==> config.mk <==
export PLATFORM = sky130hd
export DESIGN_NAME = spindle_seq
export DESIGN_NICKNAME = d
export VERILOG_FILES = /design/src/design/spindle_seq_pkg.sv /design/src/design/spindle_seq.sv /design/src/design/pin_sync.sv /design/src/design/phase_counter.sv
export SDC_FILE = /design/constraint.sdc
export NUM_CORES = 1
export LEC_CHECK = 0
export ABC_AREA = 0
export BUFFER_PORTS_ARGS = -buffer_cell sky130_fd_sc_hd__clkbuf_2
export CAP_MARGIN = 20
export CORE_MARGIN = 3
export CORE_UTILIZATION = 60
export DETAILED_ROUTE_END_ITERATION = 10
export GPL_ROUTABILITY_DRIVEN = 0
export PLACE_DENSITY = 0.79
export REMOVE_ABC_BUFFERS = 1
export SLEW_MARGIN = 20
export SYNTH_ARGS = -nofsm -noshare
export SYNTH_HDL_FRONTEND = slang
export SYNTH_HIERARCHICAL = 1
export SYNTH_SLANG_ARGS = --single-unit
==> constraint.sdc <==
create_clock -name clk_in -period 3.4 [get_ports clk_in]
set_clock_uncertainty 0.1 [all_clocks]
set_input_delay 0.85 -clock clk_in [delete_from_list [all_inputs] [get_ports clk_in]]
set_output_delay 0.85 -clock clk_in [all_outputs]
set_load 0.05 [all_outputs]
==> src/design/spindle_seq_pkg.sv <==
// constants, register map and field positions for the spindle start-up sequencer
// Behaviour
// actuator control bit0 picks fast or slow chopping slew
// actuator control bit1 forces outputs high in chopping
// actuator control bit3 picks commutation slew, 2 or 30
// only status and revision registers read; others write-only
// shutdown flag low tristates spindle, starts actuator retract
// shutdown holds everything in standby except serial reads
// warning flag low while hot, no other action
// back-emf lost: flag low, spindle and actuator tristated
// fault flag mirrors deceleration or fast toggle only
// status bit4 shows live back-emf mask signal
// status bit5 high while speed is locked
// bits six/seven low during align and go phases
// revision register returns eight-bit revision code
// auto mode with spin and enable: wait, then align
// sequencer starts at phase one after reset
// align then double step, advance then double step, go
// align 2.56M cycles, advance 7.68M cycles
// doubling bit doubles both start-up intervals
// manual mode: each step bit rise advances one phase
// zero-cross output toggles on every back-emf crossing
// host times external align-and-go then sets auto
// host steps at rising rate then sets auto
// spin command starts spin-up; clearing resets and brakes
// phase reset bit returns sequencer to phase one
// six phases, wrap from last back to first
package spindle_seq_pkg;
   // ==========================================================
   // register addresses (seven-bit address field of a frame)
   localparam logic [6:0] ADDR_SPINDLE_CTRL = 7'h17;
   localparam logic [6:0] ADDR_SYSTEM_CTRL = 7'h4f;
   localparam logic [6:0] ADDR_ACTUATOR_SLEW = 7'h5f;
   localparam logic [6:0] ADDR_HEALTH_STATUS = 7'h3f;
   localparam logic [6:0] ADDR_REVISION = 7'h7f;
   // ==========================================================
   // spindle control fields
   localparam int COMMUTATION_STEP_BIT = 0;
   localparam int AUTO_SPINUP_BIT = 1;
   localparam int COMMUTATION_PHASE_RESET_BIT = 2;
   localparam int SPIN_CMD_BIT = 3;
   localparam int SPIN_OUT_EN_BIT = 4;
   // system control field
   localparam int DOUBLE_TIME_BIT = 4;
   // actuator slew control fields
   localparam int ACT_FAST_SLEW_BIT = 0;
   localparam int ACT_FORCE_HIGH_BIT = 1;
   localparam int SPIN_SLOW_SLEW_BIT = 3;
   // ==========================================================
   // reset values and widths
   localparam logic [7:0] REG_RESET = 8'h00;
   localparam logic [2:0] PHASE_ONE = 3'h0;
   localparam logic [2:0] PHASE_LAST = 3'h5;
   localparam int CNT_W = 24;
   localparam logic [4:0] FRAME_BITS = 5'h10;
   localparam logic [4:0] ADDR_BITS = 5'h08;
   // ==========================================================
   // default interval lengths in system clock cycles
   localparam int unsigned ALIGN_CYCLES_DEF = 2560000;
   localparam int unsigned ADVANCE_CYCLES_DEF = 7680000;
   localparam int unsigned RESYNC_CYCLES_DEF = 8400000;
   // ==========================================================
   // sequencer states
   typedef enum logic [2:0] {
      ST_IDLE,
      ST_EXT,
      ST_RESYNC,
      ST_ALIGN,
      ST_ADVANCE,
      ST_GO
   } seq_state_e;
endpackage

==> src/design/spindle_seq.sv <==
// spindle start-up sequencer, serial register port, status and revision readback
`timescale 1ns/1ns
module spindle_seq
   import spindle_seq_pkg::*;
#(
   parameter int unsigned ALIGN_CYCLES = ALIGN_CYCLES_DEF,
   parameter int unsigned ADVANCE_CYCLES = ADVANCE_CYCLES_DEF,
   parameter int unsigned RESYNC_CYCLES = RESYNC_CYCLES_DEF,
   parameter logic [7:0] REVISION_CODE = 8'h5a // arbitrary value
) (
   input wire logic clk_in,
   input wire logic resetn_in,
   input wire logic sden_in,
   input wire logic sclk_in,
   input wire logic sdata_in,
   output logic sdata_out,
   output logic sdata_oe_out,
   input wire logic overtemp_shutdown_in,
   input wire logic overtemp_warn_in,
   input wire logic bemf_lost_in,
   input wire logic fault_in,
   input wire logic bemf_mask_n_in,
   input wire logic speed_locked_in,
   input wire logic zero_cross_in,
   input wire logic actuator_chopping_mode_in,
   output logic [2:0] phase_out,
   output logic spindle_tristate_out,
   output logic spindle_brake_out,
   output logic actuator_tristate_out,
   output logic retract_start_out,
   output logic standby_out,
   output logic actuator_fast_slew_out,
   output logic actuator_force_high_out,
   output logic spindle_slow_slew_out,
   output logic zero_cross_toggle_out
);
   // ==========================================================
   // input synchronisers
   logic [10:0] pins_s;
   logic sden_s, sclk_s, sdata_s, hot_s, warn_s, lost_s, fault_s, mask_s, lock_s, zc_s, chop_s;

   pin_sync #(.WIDTH(11)) u_sync (
      .clk_in(clk_in),
      .resetn_in(resetn_in),
      .async_in({sden_in, sclk_in, sdata_in, overtemp_shutdown_in, overtemp_warn_in,
                 bemf_lost_in, fault_in, bemf_mask_n_in, speed_locked_in, zero_cross_in,
                 actuator_chopping_mode_in}),
      .sync_out(pins_s)
   );
   assign {sden_s, sclk_s, sdata_s, hot_s, warn_s, lost_s, fault_s, mask_s, lock_s, zc_s,
           chop_s} = pins_s;

   // ==========================================================
   // serial frame receiver and read shifter
   logic sclk_prev_q, zc_prev_q, hot_prev_q;
   logic [4:0] bit_cnt_q;
   logic [15:0] shift_q;
   logic [7:0] rd_shift_q;
   logic sclk_rise_w, sclk_fall_w;
   logic [15:0] frame_w;
   logic wr_fire_w, rd_start_w;
   logic [7:0] rd_data_w;

   assign sclk_rise_w = sden_s & sclk_s & ~sclk_prev_q;
   assign sclk_fall_w = sden_s & ~sclk_s & sclk_prev_q;
   assign frame_w = {sdata_s, shift_q[15:1]};
   // writes land on the sixteenth rising edge, never during shutdown standby
   assign wr_fire_w = sclk_rise_w && (bit_cnt_q == FRAME_BITS - 5'h1) && !frame_w[0] &&
                      !standby_out;
   assign rd_start_w = sclk_fall_w && (bit_cnt_q == ADDR_BITS) && shift_q[8];

   always_ff @(posedge clk_in or negedge resetn_in) begin
      if (!resetn_in) begin
         bit_cnt_q <= '0;
         shift_q <= '0;
      end else if (!sden_s) begin
         bit_cnt_q <= '0;
      end else if (sclk_rise_w && bit_cnt_q != FRAME_BITS) begin
         bit_cnt_q <= bit_cnt_q + 5'h1;
         shift_q <= frame_w;
      end
   end

   // read data go out lsb first after the eighth falling edge
   always_ff @(posedge clk_in or negedge resetn_in) begin
      if (!resetn_in) begin
         rd_shift_q <= '0;
         sdata_out <= 1'b0;
         sdata_oe_out <= 1'b0;
      end else if (!sden_s) begin
         sdata_oe_out <= 1'b0;
      end else if (rd_start_w) begin
         rd_shift_q <= {1'b0, rd_data_w[7:1]};
         sdata_out <= rd_data_w[0];
         sdata_oe_out <= 1'b1;
      end else if (sclk_fall_w && sdata_oe_out) begin
         rd_shift_q <= {1'b0, rd_shift_q[7:1]};
         sdata_out <= rd_shift_q[0];
      end
   end

   // ==========================================================
   // write-only registers
   logic [7:0] spin_ctrl_q, sys_ctrl_q, act_slew_q;
   logic [6:0] wr_addr_w;
   logic [7:0] wr_data_w;
   logic step_req_w;

   assign wr_addr_w = frame_w[7:1];
   assign wr_data_w = frame_w[15:8];
   // only the zero-to-one change of the step bit commands a step
   assign step_req_w = wr_fire_w && (wr_addr_w == ADDR_SPINDLE_CTRL) &&
                       wr_data_w[COMMUTATION_STEP_BIT] &&
                       !spin_ctrl_q[COMMUTATION_STEP_BIT];

   always_ff @(posedge clk_in or negedge resetn_in) begin
      if (!resetn_in) begin
         spin_ctrl_q <= REG_RESET;
         sys_ctrl_q <= REG_RESET;
         act_slew_q <= REG_RESET;
      end else if (wr_fire_w) begin
         if (wr_addr_w == ADDR_SPINDLE_CTRL) spin_ctrl_q <= wr_data_w;
         if (wr_addr_w == ADDR_SYSTEM_CTRL) sys_ctrl_q <= wr_data_w;
         if (wr_addr_w == ADDR_ACTUATOR_SLEW) act_slew_q <= wr_data_w;
      end
   end

   // ==========================================================
   // readable registers: status and revision only
   seq_state_e state_q, state_d;
   logic [7:0] status_w;

   assign status_w = {state_q != ST_GO, state_q != ST_ALIGN,
                      lock_s,
                      mask_s,
                      fault_s,
                      !lost_s,
                      !warn_s,
                      !hot_s};
   assign rd_data_w = (shift_q[15:9] == ADDR_HEALTH_STATUS) ? status_w :
                      (shift_q[15:9] == ADDR_REVISION) ? REVISION_CODE : 8'h00;

   // ==========================================================
   // start-up sequencer
   logic [CNT_W-1:0] cnt_q, limit_w;
   logic dbl_w, spin_ok_w, auto_w, cnt_done_w, step_one_w, step_two_w;

   assign dbl_w = sys_ctrl_q[DOUBLE_TIME_BIT];
   assign auto_w = spin_ctrl_q[AUTO_SPINUP_BIT];
   assign spin_ok_w = spin_ctrl_q[SPIN_CMD_BIT] && spin_ctrl_q[SPIN_OUT_EN_BIT] &&
                      !standby_out;
   assign limit_w = (state_q == ST_RESYNC) ? CNT_W'(RESYNC_CYCLES - 1) :
                    (state_q == ST_ALIGN) ? CNT_W'((ALIGN_CYCLES << dbl_w) - 1) :
                    CNT_W'((ADVANCE_CYCLES << dbl_w) - 1);
   assign cnt_done_w = (cnt_q == limit_w);

   // next state of the align-and-go walk
   always_comb begin
      state_d = state_q;
      unique case (state_q)
         ST_IDLE: if (spin_ok_w) state_d = auto_w ? ST_RESYNC : ST_EXT;
         ST_EXT: if (auto_w) state_d = ST_GO;
         ST_RESYNC: if (cnt_done_w) state_d = ST_ALIGN;
         ST_ALIGN: if (cnt_done_w) state_d = ST_ADVANCE;
         ST_ADVANCE: if (cnt_done_w) state_d = ST_GO;
         ST_GO: if (!auto_w) state_d = ST_EXT;
      endcase
      if (!spin_ok_w) state_d = ST_IDLE;
   end

   // phase step sources: double step at align and advance interval ends, single on crossings or host
   assign step_two_w = (state_q == ST_ALIGN || state_q == ST_ADVANCE) && cnt_done_w &&
                       spin_ok_w;
   assign step_one_w = ((state_q == ST_GO) && zc_s && !zc_prev_q && spin_ok_w) ||
                       ((state_q == ST_EXT || state_q == ST_IDLE) && step_req_w && !auto_w);

   always_ff @(posedge clk_in or negedge resetn_in) begin
      if (!resetn_in) begin
         state_q <= ST_IDLE;
         cnt_q <= '0;
      end else begin
         state_q <= state_d;
         cnt_q <= (state_d != state_q || cnt_done_w) ? '0 : cnt_q + CNT_W'(1);
      end
   end

   phase_counter u_phase (
      .clk_in(clk_in),
      .resetn_in(resetn_in),
      .clear_in(spin_ctrl_q[COMMUTATION_PHASE_RESET_BIT]),
      .step_one_in(step_one_w),
      .step_two_in(step_two_w),
      .phase_out(phase_out)
   );

   // ==========================================================
   // protection, edge trackers and zero-cross toggle
   always_ff @(posedge clk_in or negedge resetn_in) begin
      if (!resetn_in) begin
         sclk_prev_q <= 1'b0;
         zc_prev_q <= 1'b0;
         hot_prev_q <= 1'b0;
         zero_cross_toggle_out <= 1'b0;
         retract_start_out <= 1'b0;
      end else begin
         sclk_prev_q <= sclk_s;
         zc_prev_q <= zc_s;
         hot_prev_q <= hot_s;
         if (zc_s && !zc_prev_q) zero_cross_toggle_out <= !zero_cross_toggle_out;
         retract_start_out <= hot_s && !hot_prev_q;
      end
   end

   assign standby_out = hot_s;
   assign spindle_tristate_out = hot_s || lost_s || !spin_ctrl_q[SPIN_OUT_EN_BIT];
   assign actuator_tristate_out = lost_s || hot_s;
   assign spindle_brake_out = !spin_ctrl_q[SPIN_CMD_BIT] && !hot_s;
   assign actuator_fast_slew_out = act_slew_q[ACT_FAST_SLEW_BIT];
   assign actuator_force_high_out = act_slew_q[ACT_FORCE_HIGH_BIT] && chop_s;
   assign spindle_slow_slew_out = act_slew_q[SPIN_SLOW_SLEW_BIT];

   // ==========================================================
   // checks: protection, standby and actuator force-high gating
   write_blocked_a: assert property (@(posedge clk_in) disable iff (!resetn_in)
      standby_out |-> !wr_fire_w) else $error("write accepted in standby");
   standby_frozen_a: assert property (@(posedge clk_in) disable iff (!resetn_in)
      standby_out |=> $stable(spin_ctrl_q) && $stable(sys_ctrl_q) && $stable(act_slew_q))
      else $error("register changed in standby");
   shutdown_off_a: assert property (@(posedge clk_in) disable iff (!resetn_in)
      hot_s |-> spindle_tristate_out && actuator_tristate_out)
      else $error("outputs driven during shutdown");
   retract_pulse_a: assert property (@(posedge clk_in) disable iff (!resetn_in)
      hot_s && !hot_prev_q |=> retract_start_out) else $error("retract not started");
   retract_once_a: assert property (@(posedge clk_in) disable iff (!resetn_in)
      retract_start_out |=> !retract_start_out) else $error("retract pulse too long");
   shutdown_idle_a: assert property (@(posedge clk_in) disable iff (!resetn_in)
      hot_s |=> state_q == ST_IDLE) else $error("sequencer ran in standby");
   bemf_lost_a: assert property (@(posedge clk_in) disable iff (!resetn_in)
      lost_s |-> spindle_tristate_out && actuator_tristate_out && !status_w[2])
      else $error("bemf loss not handled");
   force_high_a: assert property (@(posedge clk_in) disable iff (!resetn_in)
      actuator_force_high_out |-> chop_s && act_slew_q[ACT_FORCE_HIGH_BIT])
      else $error("force high outside chopping");

   // checks: read path of the status, revision and write-only registers
   read_drive_a: assert property (@(posedge clk_in) disable iff (!resetn_in)
      rd_start_w |=> sdata_oe_out && sdata_out == $past(rd_data_w[0]))
      else $error("read data not driven");
   write_only_read_a: assert property (@(posedge clk_in) disable iff (!resetn_in)
      rd_start_w && shift_q[15:9] != ADDR_HEALTH_STATUS && shift_q[15:9] != ADDR_REVISION |=>
      !sdata_out && rd_shift_q == 8'h00) else $error("write-only register read back");
   revision_read_a: assert property (@(posedge clk_in) disable iff (!resetn_in)
      rd_start_w && shift_q[15:9] == ADDR_REVISION |=>
      {rd_shift_q[6:0], sdata_out} == REVISION_CODE) else $error("revision code wrong");
   mask_live_a: assert property (@(posedge clk_in) disable iff (!resetn_in)
      rd_start_w && shift_q[15:9] == ADDR_HEALTH_STATUS |=>
      rd_shift_q[4:2] == $past({lock_s, mask_s, fault_s}) && sdata_out == $past(!hot_s))
      else $error("status bits not live");
   align_flag_a: assert property (@(posedge clk_in) disable iff (!resetn_in)
      rd_start_w && shift_q[15:9] == ADDR_HEALTH_STATUS |=>
      rd_shift_q[6:5] == {$past(state_q != ST_GO), $past(state_q != ST_ALIGN)})
      else $error("align or go flag wrong");

   // checks: start-up walk and interval lengths
   resync_entry_a: assert property (@(posedge clk_in) disable iff (!resetn_in)
      state_q == ST_IDLE && spin_ok_w && auto_w |=> state_q == ST_RESYNC && cnt_q == '0)
      else $error("resync wait not entered");
   resync_length_a: assert property (@(posedge clk_in) disable iff (!resetn_in)
      state_q == ST_RESYNC && state_d == ST_ALIGN |-> cnt_q == CNT_W'(RESYNC_CYCLES - 1))
      else $error("resync wait length wrong");
   align_length_a: assert property (@(posedge clk_in) disable iff (!resetn_in)
      state_q == ST_ALIGN && state_d == ST_ADVANCE |->
      cnt_q == CNT_W'(dbl_w ? 2 * ALIGN_CYCLES - 1 : ALIGN_CYCLES - 1))
      else $error("align interval length wrong");
   advance_length_a: assert property (@(posedge clk_in) disable iff (!resetn_in)
      state_q == ST_ADVANCE && state_d == ST_GO |->
      cnt_q == CNT_W'(dbl_w ? 2 * ADVANCE_CYCLES - 1 : ADVANCE_CYCLES - 1))
      else $error("advance interval length wrong");
   spin_clear_a: assert property (@(posedge clk_in) disable iff (!resetn_in)
      !spin_ctrl_q[SPIN_CMD_BIT] |=> state_q == ST_IDLE) else $error("spin clear ignored");

   // checks: phase stepping
   double_step_a: assert property (@(posedge clk_in) disable iff (!resetn_in)
      step_two_w && !spin_ctrl_q[COMMUTATION_PHASE_RESET_BIT] |=>
      phase_out == ($past(phase_out) >= 3'h4 ? $past(phase_out) - 3'h4 :
                    $past(phase_out) + 3'h2)) else $error("double step wrong");
   go_step_a: assert property (@(posedge clk_in) disable iff (!resetn_in)
      state_q == ST_GO && zc_s && !zc_prev_q && spin_ok_w &&
      !spin_ctrl_q[COMMUTATION_PHASE_RESET_BIT] |=>
      phase_out == ($past(phase_out) == PHASE_LAST ? PHASE_ONE : $past(phase_out) + 3'h1))
      else $error("go step missed");
   manual_step_a: assert property (@(posedge clk_in) disable iff (!resetn_in)
      step_req_w && state_q == ST_EXT && !auto_w &&
      !spin_ctrl_q[COMMUTATION_PHASE_RESET_BIT] |=>
      phase_out == ($past(phase_out) == PHASE_LAST ? PHASE_ONE : $past(phase_out) + 3'h1))
      else $error("manual step wrong");
   auto_no_step_a: assert property (@(posedge clk_in) disable iff (!resetn_in)
      auto_w && state_q != ST_GO && !step_two_w &&
      !spin_ctrl_q[COMMUTATION_PHASE_RESET_BIT] |=> phase_out == $past(phase_out))
      else $error("step taken with auto spin-up set");
   toggle_zc_a: assert property (@(posedge clk_in) disable iff (!resetn_in)
      zc_s && !zc_prev_q |=> zero_cross_toggle_out != $past(zero_cross_toggle_out))
      else $error("zero-cross toggle missed");
   phase_reset_a: assert property (@(posedge clk_in) disable iff (!resetn_in)
      spin_ctrl_q[COMMUTATION_PHASE_RESET_BIT] |=> phase_out == PHASE_ONE)
      else $error("phase reset ignored");
endmodule // spindle_seq

==> src/design/pin_sync.sv <==
// two-flop synchroniser for a group of asynchronous levels
`timescale 1ns/1ns
module pin_sync #(
   parameter int WIDTH = 1
) (
   input wire logic clk_in,
   input wire logic resetn_in,
   input wire logic [WIDTH-1:0] async_in,
   output logic [WIDTH-1:0] sync_out
);
   logic [WIDTH-1:0] meta_q;

   // first stage feeds only the second stage
   always_ff @(posedge clk_in or negedge resetn_in) begin
      if (!resetn_in) begin
         meta_q <= '0;
         sync_out <= '0;
      end else begin
         meta_q <= async_in;
         sync_out <= meta_q;
      end
   end
endmodule // pin_sync

==> src/design/phase_counter.sv <==
// six-position commutation phase counter with single and double steps
`timescale 1ns/1ns
module phase_counter
   import spindle_seq_pkg::*;
(
   input wire logic clk_in,
   input wire logic resetn_in,
   input wire logic clear_in,
   input wire logic step_one_in,
   input wire logic step_two_in,
   output logic [2:0] phase_out
);
   logic [2:0] plus_one_w;
   logic [2:0] plus_two_w;
   logic [2:0] phase_d;

   // wrap from the last phase back to the first
   assign plus_one_w = (phase_out == PHASE_LAST) ? PHASE_ONE : phase_out + 3'h1;
   assign plus_two_w = (plus_one_w == PHASE_LAST) ? PHASE_ONE : plus_one_w + 3'h1;
   assign phase_d = clear_in ? PHASE_ONE :
                    step_two_in ? plus_two_w :
                    step_one_in ? plus_one_w : phase_out;

   // phase one after power-on
   always_ff @(posedge clk_in or negedge resetn_in) begin
      if (!resetn_in) begin
         phase_out <= PHASE_ONE;
      end else begin
         phase_out <= phase_d;
      end
   end
endmodule // phase_counter

==> results of run 1 <==
-- final cells by class --
class,instances,area [µm²]
Tap cell,93,116.4
Multi-Input combinational cell,301,1723
Clock inverter,6,115.1
Fill cell,482,1907
Inverter,16,60.06
Clock buffer,10,137.6
Timing Repair Buffer,29,167.7
Sequential cell,95,2377
-- cell usage after synthesis, types with 8 or more instances --
cell type	n
a21oi_1	14
nand3_1	12
nor3_1	13
nand4_1	8
nand2b_1	8
mux2_2	8
xnor2_1	14
nand2_1	70
dfrtp_1	95
xor2_1	10
o21ai_0	16
nor2_1	57
inv_1	16
-- through the flow --
step / area, µm² / total power [mW] / hold WS [ns] / util (%)
finish: 4697 / 2.258 / 0.2558 / 71.13
global route: 4697 / 2.334 / 0.2621 / 71.13
CTS: 4697 / 2.274 / 0.2564 / 71.13
floorplan: 4160 / 1.301 / 0.2312 / -
global placement: 4444 / 1.362 / 0.2330 / 67.30
detailed placement: 4444 / 1.368 / 0.2347 / 67.30
-- power by group through the flow --
stage | clock [mW] | sequential [mW] | combinational, mW
after floorplan | 0 | 1.25 | 0.0467
after global placement | 0 | 1.24 | 0.120
after detailed placement | 0 | 1.24 | 0.124
after CTS | 0.927 | 1.22 | 0.125
after global routing | 0.967 | 1.23 | 0.137
final | 0.913 | 1.22 | 0.122
-- metal layers --
layer / up-vias / GRT usage, %
met2: 106 / 33.40
met4: 0 / 8.673
met1: 1477 / 29.68
li1: 1486 / -
met5: - / 0
met3: 17 / 4.174
-- logic make-up (layout without fill, tap and decap cells) --
group | count (synthesis) | count (layout) | synth area share (%)
AND/OR/NAND/NOR | 206 | 206 | 23.56
flip-flops | 95 | 95 | 56.23
AO/OA/AOI/OAI | 56 | 56 | 8.198
buffers and inverters | 30 | 61 | 3.019
XOR/XNOR | 24 | 24 | 4.972
multiplexers | 11 | 11 | 2.841
adder cells (fa/ha/maj) | 4 | 4 | 1.184
-- worst max-delay path, delay by kind of cell (launching register included) --
kind	cells	cell delay, ns
compound gates	3	0.43
fa+ha+maj	2	0.37
flops	1	0.44
simple gates	7	1.53
-- worst paths after layout --
check,endpoint,slack (ns),cells past startpoint
max in group asynchronous,spin_ctrl_q[2]$_DFFE_PN0P_,2.19,2
worst min-delay path,u_sync/sync_out[9]$_DFF_PN0_,0.26,0
min in group asynchronous,cnt_q[16]$_DFF_PN0_,0.36,1
worst max register to register,u_phase/phase_out[2]$_DFFE_PN0P_,0.46,12
worst min register to register,u_sync/sync_out[9]$_DFF_PN0_,0.26,0
worst max-delay path,u_phase/phase_out[2]$_DFFE_PN0P_,0.46,12
-- flip-flops by register name (all words and copies together), names as in the netlist --
| register | count |
|---|---|
| hot_prev_q | 1 |
| sclk_prev_q | 1 |
| zero_cross_toggle_out | 1 |
| state_q | 3 |
| cnt_q | 24 |
| act_slew_q | 3 |
| u_sync/meta_q | 11 |
| shift_q | 15 |
| u_sync/sync_out | 11 |
| spin_ctrl_q | 5 |
| sys_ctrl_q | 1 |
| u_phase/phase_out | 3 |
| rd_shift_q | 7 |
| zc_prev_q | 1 |
| sdata_out | 1 |
| retract_start_out | 1 |
| bit_cnt_q | 5 |
| sdata_oe_out | 1 |
-- cells in the final DEF, fill, tap and decap left out, types with 2 or more instances in the layout --
master / Yosys / layout
dfrtp_1: 95 / 95
and3_1: 3 / 3
clkbuf_8: 0 / 10
nand2b_4: 2 / 2
o22ai_1: 2 / 2
a2bb2oi_1: 2 / 2
nor2_1: 57 / 57
a22oi_1: 2 / 2
a21oi_2: 4 / 4
o31ai_1: 2 / 2
nand2_1: 70 / 70
clkbuf_2: 0 / 25
o21ai_0: 16 / 16
ha_1: 4 / 4
or3_1: 6 / 6
a21boi_0: 2 / 2
a31oi_1: 5 / 5
nor3_1: 13 / 13
a21oi_1: 14 / 14
mux2_2: 8 / 8
inv_1: 16 / 16
and4_1: 2 / 2
nand3b_1: 3 / 3
nand4_1: 8 / 8
or2_2: 2 / 2
and2_1: 2 / 2
mux2i_1: 3 / 3
xor2_1: 10 / 10
inv_6: 0 / 2
xnor2_1: 14 / 14
nor2b_1: 6 / 6
buf_4: 0 / 3
nand4bb_1: 2 / 2
nor4_1: 4 / 4
nand2b_1: 8 / 8
bufinv_16: 0 / 3
nand3_1: 12 / 12
==> summary.md, run 1 <==
| Metric | Value |
|---|---|
| Status | `finished, final reports clean` |
| Seq/Total Area, Yosys | `56.23%` |
| Port Buffers | `26` |
| CTS Sinks | `95` |
| Crit-path cells | `ha_1 -> and3_1 -> ha_1 -> nand3b_1 -> nor3_1 -> nand2_1 -> nor3_2 -> nand4bb_1 -> o21ai_0 -> a21oi_2 -> or3b_1 -> a21oi_2` |
| Hold/Removal Path Class | `flip-flop to flip-flop` |
| H-tree depth | `3` |
| Mapped cell area | `4228 µm²` |
| Core Area | `6604 µm²` |
| Clock latency on the worst-skew pair | `0.37 ns` |
| Hold buffer count at cts | `0` |
| Detailed Place HPWL | `5.528 mm` |
| Cell internal pwr | `1.725 mW` |
| Syn Inst Count | `426` |
| Yosys warning count | `6` |
| GR Overflow Total | `0` |
| First-pass GRT wire length | `13.99 mm` |
| Flop pwr share | `54.2%` |
| Routed WL | `8.126 mm` |
| DIE WIDTH | `89.94 µm` |
| Root buffer cell | `clkbuf_8` |
| Starting Density | `64.02%` |
| VDD IR-drop max | `0.3823 mV` |
| DR WL met2 | `3.885 mm` |
| Antenna diodes | `0` |
| Yosys top cell by area | `dfrtp_1` |
| Critical path launch point | `bit_cnt_q[0]$_DFFE_PN0P_` |
| ANT nets after route | `0` |
| Site Rows | `29` |
| Chip height | `89.94 µm` |
| Cells taking the most area after synthesis | `dfrtp_1 (56%), nand2_1 (6.2%), nor2_1 (5.1%), xnor2_1 (2.9%), mux2_2 (2.1%)` |
| Post-route minimum period | `2.938 ns` |
| Initial DRC Count | `170` |
| Clock share of power | `40.4%` |
| Worst path arrival time | `3.14 ns` |
| Layout cells sized above 1 | `14.00%` |
| Postcts setup bufs | `0` |
| Ys async rst share | `100.0%` |
| Crit Path Class | `flip-flop to flip-flop` |
| Hold Crit Start | `u_sync/meta_q[9]$_DFF_PN0_` |
| Pins Over Slew Limit | `0` |
| TritonCTS Buffers | `9` |
| Final setup fails | `0` |
| Final Hold Viols | `0` |
| Metal3 WL | `484 µm` |
| Reg2reg start | `bit_cnt_q[0]$_DFFE_PN0P_` |
| Longest Clk Path Bufs | `2` |
| Final WS setup | `0.4616 ns` |
| Die footprint | `8089 µm²` |
| Leak | `2.158 nW` |
| Worst slack, placed | `0.5259 ns` |
| M1 WL | `3.610 mm` |
| Worst slew pin tran | `1.010 ns` |
| Synth cell types | `48` |
| TritonCTS clock tree | `built` |
| EDFF count, synth | `0` |
| P_sw | `0.5328 mW` |
| Max_cap viols | `0` |
| Wire per inst | `14.77 µm` |
| Unrepaired setup endpoints after global routing | `no` |
| Synth top area share | `56.23%` |
| Synth-to-layout area growth | `11.10%` |
| DRC Markers | `0` |
| Cell count after placement | `534` |
| Switching Fraction | `23.60%` |
| Final Non-Filler Cells | `550` |
| F_max | `0.3403 GHz` |
| Number of global-route vias before repair | `2,940` |
| Fin crit share | `86.42%` |
| PD cells | `480.6 nW/µm²` |
| Clk slew on worst S/H paths | `0.09 ns` |
| Worst relative slew slack | `32.39%` |
| Delay of the slowest cell on the worst path | `0.44 ns` |
| Logic pwr share | `5.4%` |
| Initial antenna violation count | `0` |
| CP Capture Type | `flip-flop` |
| Crit start category | `flip-flop` |
| Worst EP required | `3.60 ns` |
| Main synth FF type | `dfrtp_1` |
| Gr usage total | `21.37%` |
| Initial DRT Pass Iterations | `5` |
| Max Used Layer | `met4` |
| Crit path max fanout | `7` |
| Vias post-DR | `3,086` |
| Final net count | `469` |
| Io pins | `27` |
| Crit-path slowest cell | `dfrtp_1` |
| Post-route setup TNS | `0 ns` |
| Largest net degree at the start of global routing | `51` |
| Drt via density | `5.611` |
| Syn Area/Cell | `9.924 µm²` |
| Post-cts resize count | `0` |
| Synthesized flop and latch total | `95` |
(Power assumes the default switching activity.)
==> run 2: changes to the inputs <==
Settings changed: CORE_UTILIZATION 60 to 40, PLACE_DENSITY 0.79 to not set.
==> run 2 against run 1 <==
First-iteration DRC count fell by 2.9%. Core utilization fell by 24 points. Die area rose by 46%. Non-clock buffer count rose by 3. Worst hold slack got worse by 0.0018 ns. Worst setup slack improved by 0.19 ns. Final area rose by 0.19%. Maximum frequency rose by 7.1%. Largest power group unchanged.
==> summary.md, run 2 (same netlist as run 1, synthesis figures left out) <==
| Metric | Value |
|---|---|
| Final WS setup | `0.6556 ns (+0.1939 ns)` |
| Die footprint | `11,840 µm² (+46%)` |
| Final setup fails | `0 (unchanged)` |
| TritonCTS Buffers | `9 (unchanged)` |
| Crit-path slowest cell | `dfrtp_1` |
| Port Buffers | `26 (unchanged)` |
| ANT nets after route | `0 (unchanged)` |
| Post-route minimum period | `2.744 ns (-0.1939 ns)` |
| DIE WIDTH | `108.8 µm (+21%)` |
| Switching Fraction | `25.68% (+2.1 points)` |
| H-tree depth | `3 (unchanged)` |
| First-pass GRT wire length | `13.59 mm (-2.9%)` |
| Starting Density | `42.09% (-22 points)` |
| Site Rows | `36 (+24%)` |
| Clock latency on the worst-skew pair | `0.36 ns (about the same)` |
| Worst relative slew slack | `33.55% (+1.2 points)` |
| Routed WL | `7.914 mm (-2.6%)` |
| CTS Sinks | `95 (unchanged)` |
| Crit Path Class | `flip-flop to flip-flop` |
| Crit path max fanout | `7 (unchanged)` |
| Worst slack, placed | `0.7062 ns (+0.1803 ns)` |
| DRC Markers | `0 (unchanged)` |
| Core Area | `10,040 µm² (+52%)` |
| Io pins | `27 (unchanged)` |
| F_max | `0.3644 GHz (+7.1%)` |
| Number of global-route vias before repair | `2,882 (-2.0%)` |
| Post-cts resize count | `0 (unchanged)` |
| Largest Register | `cnt_q` |
| Vias post-DR | `3,000 (-2.8%)` |
| Pins Over Slew Limit | `0 (unchanged)` |
| Initial antenna violation count | `0 (unchanged)` |
| GR Overflow Total | `0 (unchanged)` |
| Fin crit share | `80.72% (-5.7 points)` |
| TritonCTS clock tree | `built` |
| VDD IR-drop max | `0.2186 mV (-43%)` |
| P_sw | `0.5396 mW (+1.3%)` |
| Delay of the slowest cell on the worst path | `0.44 ns (about the same)` |
| Crit start category | `flip-flop` |
| Most frequent cells in the layout | `dfrtp_1 (95), nand2_1 (70), nor2_1 (57)` |
| Hold slack | `0.2540 ns (-0.001805 ns)` |
| Clock share of power | `36.3% (-4.1 points)` |
| Worst path arrival time | `2.93 ns (-0.21 ns)` |
| Layout cells sized above 1 | `14.35% (+0.34 points)` |
| Max_cap viols | `0 (unchanged)` |
| Root buffer cell | `clkbuf_8` |
| Worst EP required | `3.59 ns (about the same)` |
| Post-layout util | `46.85% (-24 points)` |
| Hold buffer count at cts | `0 (unchanged)` |
| Final Hold Viols | `0 (unchanged)` |
| Final net count | `472 (+0.64%)` |
| PD cells | `446.6 nW/µm² (-7.1%)` |
| Top flop regs | `cnt_q: 24 flops, shift_q: 15 flops` |
| Drt via density | `5.059 (-9.8%)` |
| Longest Clk Path Bufs | `2 (unchanged)` |
| Initial DRC Count | `165 (-2.9%)` |
| Chip height | `108.8 µm (+21%)` |
| CP Capture Type | `flip-flop` |
| Unrepaired setup endpoints after global routing | `no` |
| Cell count after placement | `577 (+8.1%)` |
| Flop pwr share | `57.9% (+3.7 points)` |
| Wire per inst | `13.35 µm (-9.7%)` |
| Leak | `2.141 nW (-0.82%)` |
| Synth-to-layout area growth | `11.31%` |
| Final Non-Filler Cells | `593 (+7.8%)` |
| Clk slew on worst S/H paths | `0.10 ns (about the same)` |
| Hold/Removal Path Class | `flip-flop to flip-flop` |
| Postcts setup bufs | `0 (unchanged)` |
| Status | `finished, final reports clean` |
| Gr usage total | `14.45% (-6.9 points)` |
| Antenna diodes | `0 (unchanged)` |
| Worst slew pin tran | `0.9931 ns (-0.01735 ns)` |
| Max FFs per register | `24 (unchanged)` |
| Post-route setup TNS | `0 ns (unchanged)` |
| Initial DRT Pass Iterations | `4 (-1)` |
| Detailed Place HPWL | `5.558 mm (+0.54%)` |
| Commonest non-fill, non-tap cell in the layout | `dfrtp_1` |
| Crit-path cells | `ha_1 -> and3_1 -> ha_1 -> nand3b_1 -> nor3_1 -> nand2_1 -> nor3_2 -> buf_4 -> nand4bb_1 -> o21ai_0 -> a21oi_2 -> or3b_1 -> a21oi_2` |
| Cell internal pwr | `1.562 mW (-9.4%)` |
| Logic pwr share | `5.7% (+0.3 points)` |
| Largest net degree at the start of global routing | `41 (-20%)` |
-- run 2: cell types whose count changed in the layout (fill, tap and decap cells not counted), sizes merged --
cell      change
bufinv        -2
inv           +1
clkinvlp      +1
buf           +3
-- run 2: final cells by class --
type	instances	area [µm²]
clock inverter	6	73.82
fill	946	5339
timing repair buffer	32	177.7
sequential	95	2377
clock buffer	10	127.6
multi-input combinational	301	1723
inverter	16	60.06
tap	133	166.4
-- run 2: critical path: cells and delay by family, from the launching register on --
kind                     cells  cell delay, ns
AO/OA/AOI/OAI                3            0.37
flip-flops                   1            0.44
adder cells (fa/ha/maj)      2            0.35
AND/OR/NAND/NOR              7            1.24
buffers and inverters        1            0.17
-- run 2: final timing paths --
path / startpoint / endpoint / slack (ns) / cells past startpoint
max in group asynchronous: resetn_in / cnt_q[0]$_DFF_PN0_ / 2.16 / 2
setup / recovery: bit_cnt_q[0]$_DFFE_PN0P_ / u_phase/phase_out[2]$_DFFE_PN0P_ / 0.66 / 13
setup reg to reg: bit_cnt_q[0]$_DFFE_PN0P_ / u_phase/phase_out[2]$_DFFE_PN0P_ / 0.66 / 13
hold reg to reg: u_sync/meta_q[3]$_DFF_PN0_ / u_sync/sync_out[3]$_DFF_PN0_ / 0.25 / 0
min in group asynchronous: resetn_in / sdata_out$_DFFE_PN0P_ / 0.36 / 1
hold / removal: u_sync/meta_q[3]$_DFF_PN0_ / u_sync/sync_out[3]$_DFF_PN0_ / 0.25 / 0
-- run 2: per-layer routing --
layer / wire [µm] / up-vias / global-route usage, %
met5: 0 / - / 0
met3: 266 / 12 / 3.316
met4: 147 / 0 / 5.230
met1: 4011 / 1444 / 20.85
li1: - / 1488 / -
met2: 3489 / 56 / 21.32
-- run 2: power groups by stage --
stage	sequential (mW)	combinational [mW]	clock [mW]
floorplan	1.25	0.0467	0
global placement	1.24	0.122	0
detailed placement	1.24	0.124	0
CTS	1.22	0.124	0.787
global route	1.23	0.135	0.840
finish	1.22	0.121	0.764
-- run 2: per-stage QoR --
step           total power [mW]  area (µm²)
6_report                  2.102        4706
5_1_grt                   2.201        4706
4_1_cts                   2.129        4706
3_5_place_dp              1.364        4504
3_3_place_gp              1.361        4504
2_1_floorplan             1.301        4160
